<file path="src/verilog/rmpi_map.vh">
// constants for the reduced media-independent pin interface block
`ifndef RMPI_MAP_VH
`define RMPI_MAP_VH
`define RMPI_DIBIT_W 2
`define RMPI_PREAMBLE_DIBIT 2'b01
`define RMPI_SFD_LAST_DIBIT 2'b11
`define RMPI_MGMT_DIV 8'h0A
`define RMPI_MGMT_BITS 6'h20
`define RMPI_ST_IDLE 2'b00
`define RMPI_ST_PREAMBLE 2'b01
`define RMPI_ST_DATA 2'b10
`define RMPI_ST_LAST 2'b11
`endif

</file>
<file path="src/verilog/rmpi_pins.v">
// reduced media-independent pin interface and management serial link, mac side
`include "rmpi_map.vh"
`default_nettype none
module rmpi_pins #(
    parameter PREAMBLE_DIBITS = 8'h1F,
    parameter MGMT_DIV = `RMPI_MGMT_DIV
) (
    // clock and reset
    input wire CLK_SYS,
    input wire RST_N,
    // link pins from the phy side
    input wire LINK_REF_CLOCK,
    input wire [1:0] RX_DIBIT_BUS,
    input wire CARRIER_RX_VALID,
    input wire RX_SYMBOL_ERROR,
    // transmit pins
    output reg [1:0] TX_DIBIT_BUS,
    output reg TX_FRAME_ENABLE,
    // management pins
    output reg MGMT_CLOCK_OUT,
    output reg MGMT_DATA_O,
    output reg MGMT_DATA_OE,
    input wire MGMT_DATA_I,
    // user transmit side
    input wire TX_START,
    input wire [1:0] TX_DIBIT,
    input wire TX_LAST,
    output reg TX_TAKE,
    output reg TX_BUSY,
    // user receive side
    output reg [1:0] RX_DIBIT,
    output reg RX_DIBIT_VALID,
    output reg RX_FRAME_END,
    output reg RX_CRC_ERROR,
    // user management side
    input wire MGMT_START,
    input wire [31:0] MGMT_FRAME,
    input wire [31:0] MGMT_DRIVE_MASK,
    output reg [31:0] MGMT_CAPTURE,
    output reg MGMT_DONE,
    output reg MGMT_BUSY
);
    // ***************************************************
    // input synchronisation
    // ***************************************************
    wire [5:1] pin_sync;
    wire mdio_sync;
    rmpi_sync2 #(.W(6)) u_sync (
        .CLK_SYS(CLK_SYS),
        .RST_N(RST_N),
        .async_in({LINK_REF_CLOCK, RX_DIBIT_BUS, CARRIER_RX_VALID, RX_SYMBOL_ERROR,
            MGMT_DATA_I}),
        .sync_out({pin_sync[5:1], mdio_sync})
    );
    wire ref_s = pin_sync[5];
    wire [1:0] rxd_s = pin_sync[4:3];
    wire crs_s = pin_sync[2];
    wire err_s = pin_sync[1];

    reg ref_d;
    // rising edge of the reference clock found by the system clock
    always @(posedge CLK_SYS or negedge RST_N) begin
        if (!RST_N) begin
            ref_d <= 1'b0;
        end else begin
            ref_d <= ref_s;
        end
    end
    wire ref_rise = ref_s & ~ref_d;

    // ***************************************************
    // transmit
    // ***************************************************
    reg [1:0] tx_state;
    reg [7:0] pre_cnt;
    // frame sequencer: preamble, data, then drop enable
    always @(posedge CLK_SYS or negedge RST_N) begin
        if (!RST_N) begin
            tx_state <= `RMPI_ST_IDLE;
            pre_cnt <= 8'h00;
            TX_DIBIT_BUS <= 2'b00;
            TX_FRAME_ENABLE <= 1'b0;
            TX_TAKE <= 1'b0;
            TX_BUSY <= 1'b0;
        end else begin
            TX_TAKE <= 1'b0;
            if (ref_rise) begin
                case (tx_state)
                    `RMPI_ST_IDLE: begin
                        if (TX_START) begin
                            tx_state <= `RMPI_ST_PREAMBLE;
                            pre_cnt <= 8'h00;
                            TX_DIBIT_BUS <= `RMPI_PREAMBLE_DIBIT;
                            TX_FRAME_ENABLE <= 1'b1;
                            TX_BUSY <= 1'b1;
                        end
                    end
                    `RMPI_ST_PREAMBLE: begin
                        pre_cnt <= pre_cnt + 8'h01;
                        if (pre_cnt == PREAMBLE_DIBITS[7:0] - 8'h01) begin
                            TX_DIBIT_BUS <= `RMPI_SFD_LAST_DIBIT;
                            tx_state <= `RMPI_ST_DATA;
                        end else begin
                            TX_DIBIT_BUS <= `RMPI_PREAMBLE_DIBIT;
                        end
                    end
                    `RMPI_ST_DATA: begin
                        TX_DIBIT_BUS <= TX_DIBIT;
                        TX_TAKE <= 1'b1;
                        TX_FRAME_ENABLE <= 1'b1;
                        if (TX_LAST) begin
                            tx_state <= `RMPI_ST_LAST;
                        end
                    end
                    `RMPI_ST_LAST: begin
                        // enable falls only after the last di-bit's full cycle
                        TX_FRAME_ENABLE <= 1'b0;
                        TX_DIBIT_BUS <= 2'b00;
                        TX_BUSY <= 1'b0;
                        tx_state <= `RMPI_ST_IDLE;
                    end
                    default: begin
                        tx_state <= `RMPI_ST_IDLE;
                    end
                endcase
            end
        end
    end

    // ***************************************************
    // receive
    // ***************************************************
    reg in_frame;
    // di-bits sampled at reference rise; error inside a frame marks crc error
    always @(posedge CLK_SYS or negedge RST_N) begin
        if (!RST_N) begin
            in_frame <= 1'b0;
            RX_DIBIT <= 2'b00;
            RX_DIBIT_VALID <= 1'b0;
            RX_FRAME_END <= 1'b0;
            RX_CRC_ERROR <= 1'b0;
        end else begin
            RX_DIBIT_VALID <= 1'b0;
            RX_FRAME_END <= 1'b0;
            if (ref_rise) begin
                // carrier-valid falls on a di-bit boundary, so it ends the frame cleanly
                in_frame <= crs_s;
                if (crs_s) begin
                    RX_DIBIT <= rxd_s;
                    RX_DIBIT_VALID <= 1'b1;
                    if (!in_frame) begin
                        RX_CRC_ERROR <= err_s;
                    end else if (err_s) begin
                        RX_CRC_ERROR <= 1'b1;
                    end
                end else if (in_frame) begin
                    RX_FRAME_END <= 1'b1;
                end
            end
        end
    end

    // ***************************************************
    // management serial link
    // ***************************************************
    reg [7:0] div_cnt;
    reg [5:0] bit_cnt;
    reg [31:0] shift_out;
    reg [31:0] mask;
    // mac sources the management clock by dividing the system clock
    always @(posedge CLK_SYS or negedge RST_N) begin
        if (!RST_N) begin
            div_cnt <= 8'h00;
            bit_cnt <= 6'h00;
            shift_out <= 32'h0000_0000;
            mask <= 32'h0000_0000;
            MGMT_CLOCK_OUT <= 1'b0;
            MGMT_DATA_O <= 1'b0;
            MGMT_DATA_OE <= 1'b0;
            MGMT_CAPTURE <= 32'h0000_0000;
            MGMT_DONE <= 1'b0;
            MGMT_BUSY <= 1'b0;
        end else begin
            MGMT_DONE <= 1'b0;
            if (!MGMT_BUSY) begin
                // clock steps high on start so its first toggle is a fall that sets up
                // bit 31 a half period ahead of the first capture; no unpaired rise
                MGMT_CLOCK_OUT <= MGMT_START;
                MGMT_DATA_OE <= 1'b0;
                if (MGMT_START) begin
                    MGMT_BUSY <= 1'b1;
                    shift_out <= MGMT_FRAME;
                    mask <= MGMT_DRIVE_MASK;
                    bit_cnt <= 6'h00;
                    div_cnt <= 8'h00;
                end
            end else if (div_cnt == MGMT_DIV[7:0] - 8'h01) begin
                div_cnt <= 8'h00;
                MGMT_CLOCK_OUT <= ~MGMT_CLOCK_OUT;
                if (!MGMT_CLOCK_OUT) begin
                    // rising edge: the mac latches the line here; the phy latches it only on bits the mac drives
                    MGMT_CAPTURE <= {MGMT_CAPTURE[30:0], mdio_sync};
                    bit_cnt <= bit_cnt + 6'h01;
                end else if (bit_cnt == `RMPI_MGMT_BITS) begin
                    MGMT_BUSY <= 1'b0;
                    MGMT_DONE <= 1'b1;
                    MGMT_DATA_OE <= 1'b0;
                end else begin
                    // falling edge: change data half a period before the capture
                    MGMT_DATA_O <= shift_out[31];
                    MGMT_DATA_OE <= mask[31];
                    shift_out <= {shift_out[30:0], 1'b0};
                    mask <= {mask[30:0], 1'b0};
                end
            end else begin
                div_cnt <= div_cnt + 8'h01;
            end
        end
    end
endmodule // rmpi_pins
`default_nettype wire

</file>
<file path="src/verilog/rmpi_sync2.v">
// two-flop synchroniser for inputs from outside the system clock domain
`default_nettype none
module rmpi_sync2 #(
    parameter W = 1
) (
    // clock and reset
    input wire CLK_SYS,
    input wire RST_N,
    // signal
    input wire [W-1:0] async_in,
    output reg [W-1:0] sync_out
);
    reg [W-1:0] meta;

    // first stage feeds only the second stage
    always @(posedge CLK_SYS or negedge RST_N) begin
        if (!RST_N) begin
            meta <= {W{1'b0}};
            sync_out <= {W{1'b0}};
        end else begin
            meta <= async_in;
            sync_out <= meta;
        end
    end
endmodule // rmpi_sync2
`default_nettype wire
</file>
<file path="config.mk">
export PLATFORM = sky130hd
export DESIGN_NAME = rmpi_pins
export DESIGN_NICKNAME = d
export VERILOG_FILES = /design/src/verilog/rmpi_pins.v /design/src/verilog/rmpi_sync2.v
export VERILOG_INCLUDE_DIRS = /design/src /design/src/verilog
export SDC_FILE = /design/constraint.sdc
export NUM_CORES = 1
export LEC_CHECK = 0
export ABC_AREA = 1
export BUFFER_PORTS_ARGS = -buffer_cell sky130_fd_sc_hd__buf_2
export CAP_MARGIN = 20
export CORE_MARGIN = 5
export CORE_UTILIZATION = 56
export DETAILED_ROUTE_END_ITERATION = 6
export PLACE_DENSITY_LB_ADDON = 0.05
export SKIP_LAST_GASP = 1
export SYNTH_ARGS = -nofsm -noshare
export SYNTH_HDL_FRONTEND = slang
export SYNTH_SLANG_ARGS = --single-unit
</file>
<file path="constraint.sdc">
create_clock -name CLK_SYS -period 2.3 [get_ports CLK_SYS]
set_clock_uncertainty 0.1 [all_clocks]
set_input_delay 0 -clock CLK_SYS [delete_from_list [all_inputs] [get_ports CLK_SYS]]
set_output_delay 0 -clock CLK_SYS [all_outputs]
set_load 0.01 [all_outputs]
</file>
==> metrics.md, run 1 <==
| Metric | Value |
|---|---|
| Cell taking the most area after synthesis | `dfrtp_1` |
| Avg Synthesized Cell Area | `between 7 and 8 µm²` |
| Startpoint class of the critical path | `flop` |
| Leak pwr | `4.95 nW` |
| Layout cells sized above 1 | `0.162` |
| IO Count | `124` |
| TNS Setup | `0 ns` |
| Height of the die | `between 100 and 150 µm` |
| H-tree depth | `4` |
| DRC viols | `0` |
| Slew Limit Fails | `0` |
| Crit share post-route | `0.907` |
| RSZ-0062 raised after global routing | `no` |
| Die Wd | `around 120 µm` |
| WL per Instance | `12.9 µm` |
| Final ANT Viol Nets | `0` |
| Gr ovfl total | `0` |
| CTS clk-pin slew, worst paths | `0.06 ns` |
| Run status | `finished, final reports clean` |
| Number of buffers created by CTS | `17` |
| Final setup viols | `0` |
| CTS root buffer | `clkbuf_16` |
| Total Wirelength | `16.4 mm` |
| Number of global-route vias before repair | `6,099` |
| Max clock buf depth | `2` |
| CP max-delay cell | `dlygate4sd3_1` |
| Yosys top cell area share | `0.540` |
| DPL Wire Length | `9.74 mm` |
| Mapped cell area | `approximately 6900 µm²` |
| Worst hold path class | `in -> async` |
| GP Congestion | `0.822` |
| First-pass GRT wire length | `28.2 mm` |
| Final worst slack | `0.214 ns` |
| Final worst path period need | `roughly 2.1 ns` |
| Critical Path, Cell by Cell | `inv_2 > buf_6 > nand3_1 > dlygate4sd3_1 > nand2_1` |
| Worst Setup SP | `MGMT_BUSY` |
| IO buf count | `between 100 and 150` |
| Die Footprint | `14,700 µm²` |
| FMAX | `between 400 and 500 MHz` |
| CORE AREA | `12,100 µm²` |
| Mapped Cells | `894` |
| Aggregate global-route resource usage | `0.237` |
| Critical Path AT | `roughly 2.3 ns` |
| Number of max-cap violations | `0` |
| Syn. warnings | `0` |
| Initial antenna violation count | `0` |
| Worst Path Required | `2.54 ns` |
| Synth cell types | `24` |
| First-pass detailed-route iteration total | `6` |
| Worst-path fanout max | `64` |
| Detailed router's first-iteration violation count | `714` |
| # rows | `40` |
| Dpl ws | `0.443 ns` |
| Mapped Nets | `~980` |
| Reg2reg start | `MGMT_BUSY` |
| Via count | `6,286` |
| Peak VDD IR | `0.000612 V` |
| Initial core utilization | `0.573` |
| Power per Cell Area | `956 nW/µm²` |
| FILL cells | `932` |
| Slew @ Worst Pin | `0.597 ns` |
| Worst path max stage delay | `0.60 ns` |
| Final Hold Viols | `0` |
| Worst Setup Path Type | `reg -> reg` |
| Sequential area share after synthesis | `0.540` |
| Post-CTS Setup Bufs | `0` |
| Max-slew headroom | `0.602` |
| Area Overhead vs Synth | `31.1%` |
| Clock sinks | `149` |
| Vias per cell | `4.95` |
| Largest cells by area after synthesis | `dfrtp_1, nand2_1, nand3_1` |
| Yosys reg bits | `149` |
| TritonCTS clock tree | `done` |
| Fin nets | `1,176` |
| Clk Latency, worst-skew pair | `~0.41 ns` |
| N_diodes | `0` |
| Crit path capture type | `flop` |
| Largest net degree at the start of global routing | `72` |
final cells by class:
cell class | instances | area, µm² | area share
flip-flops and latches | 149 | 3730 | 0.412
clock inverters | 12 | 105 | 0.0116
inverters | 40 | 150 | 0.0166
well taps | 168 | 210 | 0.0232
clock buffers | 20 | 437 | 0.0482
repair buffers | 219 | 1620 | 0.179
multi-input cells | 662 | 2800 | 0.310
power breakdown:
group	total (W)	switching (W)	internal, W
Combinational	0.00217	0.00116	0.00100
Sequential	0.00396	0.000536	0.00342
Clock	0.00252	0.00104	0.00148
cells in the final DEF (no fill, tap or decap), types with 6 or more instances in the layout:
cell,count
clkbuf_16,17
dlygate4sd3_1,79
dfrtp_1,148
buf_12,6
nor2_1,27
o21ai_0,24
nand2_1,479
inv_1,38
ha_1,10
buf_4,10
nand3_1,98
buf_2,122
worst max-delay path, delay by kind of cell (launching register included):
family,cells,cell delay [ns]
simple gates,2,0.25
flops,1,0.45
buf+inv,3,1.20
synth_stat cells:
cell type,instances
nand2_1,479
dfrtp_1,149
nand3_1,98
inv_1,38
nor2_1,27
o21ai_0,24
clkbuf_1,15
ha_1,10
buf_2,9
buf_1,8
buf_4,8
nand4_1,5
xor2_1,5
buf_6,3
nor3_1,3
inv_2,2
nand2_2,2
o22ai_1,2
or2_2,2
a21oi_1,1
a22oi_1,1
a31oi_1,1
nand3_2,1
nor2_4,1
stage by stage:
stage	hold WS [ns]	cells	instance area (µm²)	utilization	total power (W)
floorplan	-0.396	894	6910	-	0.00544
global placement	-0.0751	1159	7720	0.640	0.00598
detailed placement	-0.0745	1159	7720	0.640	0.00603
CTS	0.0564	1270	9050	0.750	0.00870
global route	0.115	1270	9050	0.751	0.00933
finish	0.0675	1270	9050	0.751	0.00865
metal layers:
metal,vias up,part of all wire,GRT usage
li1,3166,-,-
met1,2909,0.44,0.327
met2,175,0.49,0.370
met3,36,0.051,0.0569
met4,0,0.022,0.0807
met5,-,0,0
cells by family after synthesis:
family / count (synthesis) / share of synthesized area
buffers and inverters: 83 / 0.0543
AO/OA/AOI/OAI: 29 / 0.0219
XOR/XNOR: 5 / 0.00634
adder cells (fa/ha/maj): 10 / 0.0181
flip-flops: 149 / 0.540
AND/OR/NAND/NOR: 618 / 0.359
path summary, 6_finish.rpt:
path	to	slack [ns]	cells past startpoint
worst max register to register	mask[0]	0.21	5
max in group asynchronous	shift_out[5]	1.37	3
worst min register to register	u_sync.sync_out[2]	0.25	0
min in group CLK_SYS	u_sync.meta[3]	0.14	2
worst max-delay path	mask[0]	0.21	5
worst min-delay path	tx_state[1]	0.07	2
flip-flops by register name, indices dropped and copies added, names as in the netlist, 2 cells and up:
| name | count |
|---|---|
| bit_cnt | 6 |
| MGMT_CAPTURE | 32 |
| RX_DIBIT | 2 |
| pre_cnt | 8 |
| mask | 32 |
| u_sync.sync_out | 6 |
| u_sync.meta | 6 |
| TX_DIBIT_BUS | 2 |
| div_cnt | 8 |
| tx_state | 2 |
| shift_out | 32 |
timing repair:
| item | CTS | global route |
|---|---|---|
| setup endpoints to repair | 0 | 1 |
| hold endpoints to repair | 228 | 0 |
| gates resized for setup | 0 | 1 |
| hold buffers | 79 | 0 |
No activity file was read; power rests on OpenSTA's default activity.
==> run 2: changes to the inputs <==
--- a/config.mk
+++ b/config.mk
@@ -9,11 +9,13 @@
 export ABC_AREA = 1
 export BUFFER_PORTS_ARGS = -buffer_cell sky130_fd_sc_hd__buf_2
 export CAP_MARGIN = 20
+export CORE_ASPECT_RATIO = 0.8
 export CORE_MARGIN = 5
-export CORE_UTILIZATION = 56
+export CORE_UTILIZATION = 48
 export DETAILED_ROUTE_END_ITERATION = 6
 export PLACE_DENSITY_LB_ADDON = 0.05
 export SKIP_LAST_GASP = 1
 export SYNTH_ARGS = -nofsm -noshare
 export SYNTH_HDL_FRONTEND = slang
+export SYNTH_HIERARCHICAL = 1
 export SYNTH_SLANG_ARGS = --single-unit
==> run 2 against run 1 <==
Effect of this change:
- area after synthesis is 4.2% higher
- fmax is 5.0% higher
- global-route usage is 2.5 points lower
- power is 7.6% higher
- routed wire length is 10% higher
- critical path type unchanged
- largest cell class unchanged
==> metrics.md, run 2 <==
| Metric | Value |
|---|---|
| Run status | `finished, final reports clean` |
| Initial antenna violation count | `0 (unchanged)` |
| FMAX | `503 MHz (+5.0%)` |
| H-tree depth | `4 (unchanged)` |
| Aggregate global-route resource usage | `0.213 (-0.0245)` |
| Gr ovfl total | `0 (unchanged)` |
| Critical Path AT | `2.19 ns (-0.14 ns)` |
| IO buf count | `123 (unchanged)` |
| Fin nets | `1,172 (-0.34%)` |
| Avg Synthesized Cell Area | `7.96 µm² (+3.0%)` |
| Yosys reg bits | `149 (unchanged)` |
| Area Overhead vs Synth | `30.7%` |
| Detailed router's first-iteration violation count | `448 (-37%)` |
| Worst Path Required | `2.50 ns (-0.04 ns)` |
| Via count | `6,537 (+4.0%)` |
| Util after Layout | `0.633 (-0.118)` |
| Leak pwr | `5.17 nW (+4.4%)` |
| Mapped cell area | `7200 µm² (+4.2%)` |
| Post-CTS Setup Bufs | `0 (unchanged)` |
| Placed instance count | `1,175 (+1.4%)` |
| Worst-path fanout max | `8 (-88%)` |
| Total Wirelength | `18.1 mm (+10%)` |
| TritonCTS clock tree | `done` |
| DRC viols | `0 (unchanged)` |
| Largest cells by area after synthesis | `dfrtp_1, nand2_1, nand4_1` |
| Hold WS | `0.0583 ns (-0.00924 ns)` |
| First-pass GRT wire length | `30.9 mm (+9.4%)` |
| Number of global-route vias before repair | `6,388 (+4.7%)` |
| Number of buffers created by CTS | `17 (unchanged)` |
| Number of max-cap violations | `0 (unchanged)` |
| Clock sinks | `149 (unchanged)` |
| Final Hold Viols | `0 (unchanged)` |
| # rows | `40 (unchanged)` |
| Max-slew headroom | `0.532 (-0.0698)` |
| P_sw | `0.00305 W (+11%)` |
| Worst hold path class | `in -> async` |
| Post-CTS sizing | `0 (unchanged)` |
| Final setup viols | `0 (unchanged)` |
| DPL Wire Length | `10.3 mm (+5.9%)` |
| Peak VDD IR | `0.000586 V (-4.3%)` |
| Final worst path period need | `1.99 ns (-0.0995 ns)` |
| Die Footprint | `17,600 µm² (+20%)` |
| Worst Setup Path Type | `reg -> reg` |
| CTS clk-pin slew, worst paths | `0.06 ns (about the same)` |
| Initial core utilization | `0.484 (-0.0885)` |
| Final ANT Viol Nets | `0 (unchanged)` |
| RSZ-0062 raised after global routing | `no` |
| Post-synth EDFFs | `0 (unchanged)` |
| Startpoint class of the critical path | `flop` |
| Sw Share | `0.328 (+0.0109)` |
| Ys async rst share | `1.00 (unchanged)` |
| Final instance area | `9410 µm² (+3.9%)` |
| Commonest non-fill, non-tap cells in the layout | `nand2_1, dfrtp_1, buf_2, nand3_1, dlygate4sd3_1` |
| Vias per cell | `5.08 (+2.6%)` |
| Non-filler cells, final | `1,287 (+1.3%)` |
| Largest net degree at the start of global routing | `66 (-8.3%)` |
| First-pass detailed-route iteration total | `5 (-1)` |
| Most frequent cell after synthesis | `nand2_1` |
| Seq pwr share | `0.413 (-0.045)` |
| Clk Latency, worst-skew pair | `0.43 ns (+0.02 ns)` |
| GP Congestion | `0.775 (-5.8%)` |
| Comb pwr share | `0.257 (+0.006)` |
| Crit path capture type | `flop` |
| Synth cell types | `28 (+17%)` |
| Power per Cell Area | `989 nW/µm² (+3.5%)` |
| Hold_buf cts | `80 (+1.3%)` |
| Cell taking the most area after synthesis | `dfrtp_1` |
| DP Area | `7940 µm² (+2.9%)` |
| IO Count | `124 (unchanged)` |
| Mapped Nets | `991 (+1.0%)` |
| Largest regs | `MGMT_CAPTURE x32, mask x32, shift_out x32` |
| TNS Setup | `0 ns (unchanged)` |
| Die Wd | `147 µm (+21%)` |
| Max clock buf depth | `2 (unchanged)` |
| CTS root buffer | `clkbuf_16` |
| Slew @ Worst Pin | `0.702 ns (+0.105 ns)` |
| Clock power share | `0.330 (+0.038)` |
| N_diodes | `0 (unchanged)` |
| Mapped Cells | `904 (+1.1%)` |
| Syn. warnings | `6 (+6)` |
| Slew Limit Fails | `0 (unchanged)` |
| Layout cells sized above 1 | `0.170 (+0.00879)` |
| Yosys top cell area share | `0.518 (-0.0217)` |
| WL per Instance | `14.0 µm (+8.6%)` |
| Most common cell after layout, fill and taps aside | `nand2_1` |
| CORE AREA | `14,900 µm² (+23%)` |
| Synth Flop Type | `dfrtp_1` |
| Top cells by count, synth | `nand2_1, dfrtp_1, nand3_1` |
| Height of the die | `120 µm (-1.3%)` |
| Power Internal | `0.00625 W (+5.8%)` |
| Crit share post-route | `0.864 (-0.0433)` |
| Sequential area share after synthesis | `0.518 (-0.0217)` |
run 2: cell types whose count changed in the layout (fill, tap and decap cells not counted), moves of 3 or more:
| cell | change |
|---|---|
| clkinv_2 | -3 |
| clkinv_4 | +5 |
| nand2_1 | -66 |
| nor2_1 | -8 |
| bufinv_16 | +4 |
| nand3_1 | -10 |
| a21oi_1 | +4 |
| o21ai_0 | -6 |
| clkinvlp_4 | -4 |
| nand4_1 | +66 |
run 2: kinds of logic after synthesis:
logic type / synth area share
flip-flops: 0.518
buffers and inverters: 0.0708
XOR/XNOR: 0.00852
AND/OR/NAND/NOR: 0.360
AO/OA/AOI/OAI: 0.0249
adder cells (fa/ha/maj): 0.0174
run 2: final cells by class:
cell class	count	area, µm²
multi-input cells	653	2970
well taps	189	236
repair buffers	220	1650
clock inverters	14	226
clock buffers	18	429
inverters	44	165
fillers	1292	5460
flip-flops and latches	149	3730
run 2: path summary, 6_finish.rpt:
path,slack [ns],start,depth (start not counted),to
worst min register to register,0.25,u_sync/meta[2],0,u_sync/sync_out[2]
max in group asynchronous,1.75,RST_N,3,MGMT_DATA_OE
min in group CLK_SYS,0.11,CARRIER_RX_VALID,2,u_sync/meta[2]
worst max-delay path,0.31,tx_state[1],8,TX_DIBIT_BUS[1]
worst max register to register,0.31,tx_state[1],8,TX_DIBIT_BUS[1]
worst min-delay path,0.06,RST_N,3,mask[24]
run 2: worst max-delay path, cell delays in order, from the launching register on:
cell and delay, ns:
dfrtp_1 0.42, inv_1 0.10, ha_1 0.21, buf_4 0.17
inv_1 0.11, o21ai_0 0.10, nand2_1 0.06, nand2_1 0.04
dlygate4sd3_1 0.55
run 2: power by group through the flow:
stage,Combinational [W],Clock (W),Sequential [W]
after floorplan,0.00171,0,0.00378
after global placement,0.00226,0,0.00385
after detailed placement,0.00229,0,0.00386
after CTS,0.00241,0.00315,0.00384
after global routing,0.00278,0.00325,0.00394
final,0.00239,0.00307,0.00384
run 2: layer usage:
layer	wire length, µm	part of all wire	track usage
met3	866	0.048	0.0506
met2	8190	0.45	0.323
met5	0	0	0
met1	8650	0.48	0.301
met4	347	0.019	0.0722
run 2: through the flow:
step | setup slack [ns] | power [W]
3_3_place_gp | 0.458 | 0.00612
6_report | 0.314 | 0.00931
2_1_floorplan | 0.756 | 0.00549
4_1_cts | 0.311 | 0.00939
3_5_place_dp | 0.416 | 0.00615
5_1_grt | 0.217 | 0.00997
==> run 3: changes to the inputs <==
--- a/config.mk
+++ b/config.mk
@@ -11,9 +11,9 @@
 export CAP_MARGIN = 20
 export CORE_ASPECT_RATIO = 0.8
 export CORE_MARGIN = 5
-export CORE_UTILIZATION = 48
+export CORE_UTILIZATION = 39
 export DETAILED_ROUTE_END_ITERATION = 6
-export PLACE_DENSITY_LB_ADDON = 0.05
+export PLACE_DENSITY = 0.66
 export SKIP_LAST_GASP = 1
 export SYNTH_ARGS = -nofsm -noshare
 export SYNTH_HDL_FRONTEND = slang
==> run 3 against run 2 <==
Effect of this change:
- hold slack got worse by 0.0048 ns
- non-clock buffer count rose by 2
- fmax fell by 5.7%
- global-route usage fell by 4.0 points
- final cell count rose by 3.3%
- routed wire length rose by 1.8%
- final area rose by 0.57%
- first-iteration DRC count rose by 6.5%
==> metrics.md, run 3 (same netlist as run 2, synthesis figures left out) <==
| Metric | Value |
|---|---|
| Initial core utilization | `0.396 (-0.0880)` |
| DRC viols | `0 (unchanged)` |
| Clk Latency, worst-skew pair | `0.42 ns (about the same)` |
| Final Hold Viols | `0 (unchanged)` |
| Final worst slack | `0.193 ns (-0.121 ns)` |
| Gr ovfl total | `0 (unchanged)` |
| CTS clk-pin slew, worst paths | `0.06 ns (about the same)` |
| Max clock buf depth | `2 (unchanged)` |
| Stages on worst setup path | `7 (-1)` |
| CP max-delay cell | `dlygate4sd3_1` |
| Delay-heaviest family, CP | `buffers and inverters` |
| Dpl ws | `0.363 ns (-0.0530 ns)` |
| DPL Wire Length | `10.8 mm (+4.5%)` |
| Util after Layout | `0.521 (-0.112)` |
| Layout cells sized above 1 | `0.171 (+0.000755)` |
| Slew @ Worst Pin | `0.705 ns (+0.00313 ns)` |
| Crit path capture type | `flop` |
| Largest regs | `MGMT_CAPTURE x32, mask x32, shift_out x32` |
| Number of max-cap violations | `0 (unchanged)` |
| Height of the die | `131 µm (+10%)` |
| Crit share post-route | `0.916 (+0.0525)` |
| WL per Instance | `13.8 µm (-1.4%)` |
| Max-slew headroom | `0.530 (-0.00209)` |
| Post-CTS sizing | `0 (unchanged)` |
| Worst Path Required | `2.55 ns (+0.05 ns)` |
| Leak pwr | `5.18 nW (about the same)` |
| First-pass detailed-route iteration total | `5 (unchanged)` |
| CORE AREA | `18,200 µm² (+22%)` |
| Non-filler cells, final | `1,329 (+3.3%)` |
| IO buf count | `123 (unchanged)` |
| Slack of the worst reg-to-reg path | `0.19 ns (-0.12 ns)` |
| TNS Setup | `0 ns (unchanged)` |
| Largest net degree at the start of global routing | `66 (unchanged)` |
| FMAX | `475 MHz (-5.7%)` |
| Worst path bufs/invs | `3 (-1)` |
| R2R depth | `7 (-1)` |
| Initial antenna violation count | `0 (unchanged)` |
| Final instance area | `9460 µm² (+0.57%)` |
| Worst path max stage delay | `0.56 ns (about the same)` |
| Final setup viols | `0 (unchanged)` |
| Most common cell after layout, fill and taps aside | `nand2_1` |
| Commonest non-fill, non-tap cells in the layout | `nand2_1, dfrtp_1, buf_2, nand3_1, dlygate4sd3_1` |
| IO Count | `124 (unchanged)` |
| Number of global-route vias before repair | `6,238 (-2.3%)` |
| Placed instance count | `1,217 (+3.6%)` |
| Vias per cell | `4.94 (-2.7%)` |
| Aggregate global-route resource usage | `0.173 (-0.0396)` |
| # rows | `44 (+10%)` |
| Detailed router's first-iteration violation count | `477 (+6.5%)` |
| FILL cells | `1,729 (+34%)` |
| Critical Path AT | `2.36 ns (+0.17 ns)` |
| Power per Cell Area | `968 nW/µm² (-2.2%)` |
| Post-CTS Setup Bufs | `0 (unchanged)` |
| TritonCTS clock tree | `done` |
| Hold_buf cts | `80 (unchanged)` |
| Worst-path fanout max | `9 (+1)` |
| Die Wd | `162 µm (+10%)` |
| RSZ-0062 raised after global routing | `no` |
| Total Wirelength | `18.4 mm (+1.8%)` |
| Critical Path, Cell by Cell | `inv_1 > ha_1 > inv_1 > o21ai_0 > nand2_1 > nand2_1 > dlygate4sd3_1` |
| Number of buffers created by CTS | `17 (unchanged)` |
| H-tree depth | `4 (unchanged)` |
| GP Congestion | `0.821 (+6.0%)` |
| Die Footprint | `21,300 µm² (+21%)` |
| CTS root buffer | `clkbuf_16` |
| Clock sinks | `149 (unchanged)` |
| Final ANT Viol Nets | `0 (unchanged)` |
| Fin nets | `1,174 (+0.17%)` |
| First-pass GRT wire length | `30.8 mm (-0.36%)` |
| DP Area | `8020 µm² (+1.0%)` |
| Worst hold path class | `in -> async` |
| Run status | `finished, final reports clean` |
| N_diodes | `0 (unchanged)` |
| Area Overhead vs Synth | `31.5%` |
| Slew Limit Fails | `0 (unchanged)` |
| Via count | `6,569 (+0.49%)` |
| Worst Setup Path Type | `reg -> reg` |
| Startpoint class of the critical path | `flop` |
| Peak VDD IR | `0.000529 V (-9.6%)` |
| Final worst path period need | `2.11 ns (+0.121 ns)` |
[run 3: area by class of cell]
type | count | area, µm² | area share
Clock buffer | 22 | 484 | 0.0512
Clock inverter | 9 | 125 | 0.0132
Inverter | 44 | 165 | 0.0175
Multi-Input combinational cell | 653 | 2980 | 0.315
Sequential cell | 149 | 3730 | 0.394
Tap cell | 230 | 288 | 0.0304
Timing Repair Buffer | 222 | 1690 | 0.178
[run 3: worst reg2reg max path: cells and delay by family, from the launching register on]
family / cells / cell delay (ns)
flops: 1 / 0.43
fa+ha+maj: 1 / 0.37
simple gates: 2 / 0.13
compound gates: 1 / 0.18
buf+inv: 3 / 0.84
[run 3: power breakdown]
group | total, W | internal [W] | switching, W
Clock | 0.00288 | 0.00181 | 0.00107
Sequential | 0.00383 | 0.00334 | 0.000494
Combinational | 0.00244 | 0.00100 | 0.00144
[run 3: path summary, 6_finish.rpt]
kind | startpoint | endpoint
min in group CLK_SYS | RX_DIBIT_BUS[0] | u_sync/meta[3]
setup / recovery | tx_state[1] | TX_DIBIT_BUS[1]
setup reg to reg | tx_state[1] | TX_DIBIT_BUS[1]
max in group asynchronous | RST_N | bit_cnt[3]
hold / removal | RST_N | mask[8]
hold reg to reg | u_sync/meta[0] | u_sync/sync_out[0]
[run 3: metal layers]
metal / vias up / wire length [µm] / GRT usage
met5: - / 0 / 0
met2: 171 / 8370 / 0.256
met1: 3077 / 8820 / 0.250
li1: 3286 / - / -
met4: 0 / 363 / 0.0625
met3: 35 / 822 / 0.0388
[run 3: stage by stage]
step,power [W],hold slack [ns]
2_1_floorplan,0.00549,-0.396
3_5_place_dp,0.00613,-0.179
3_3_place_gp,0.00609,-0.178
6_report,0.00916,0.0534
4_1_cts,0.00919,0.0412
5_1_grt,0.00978,0.0594
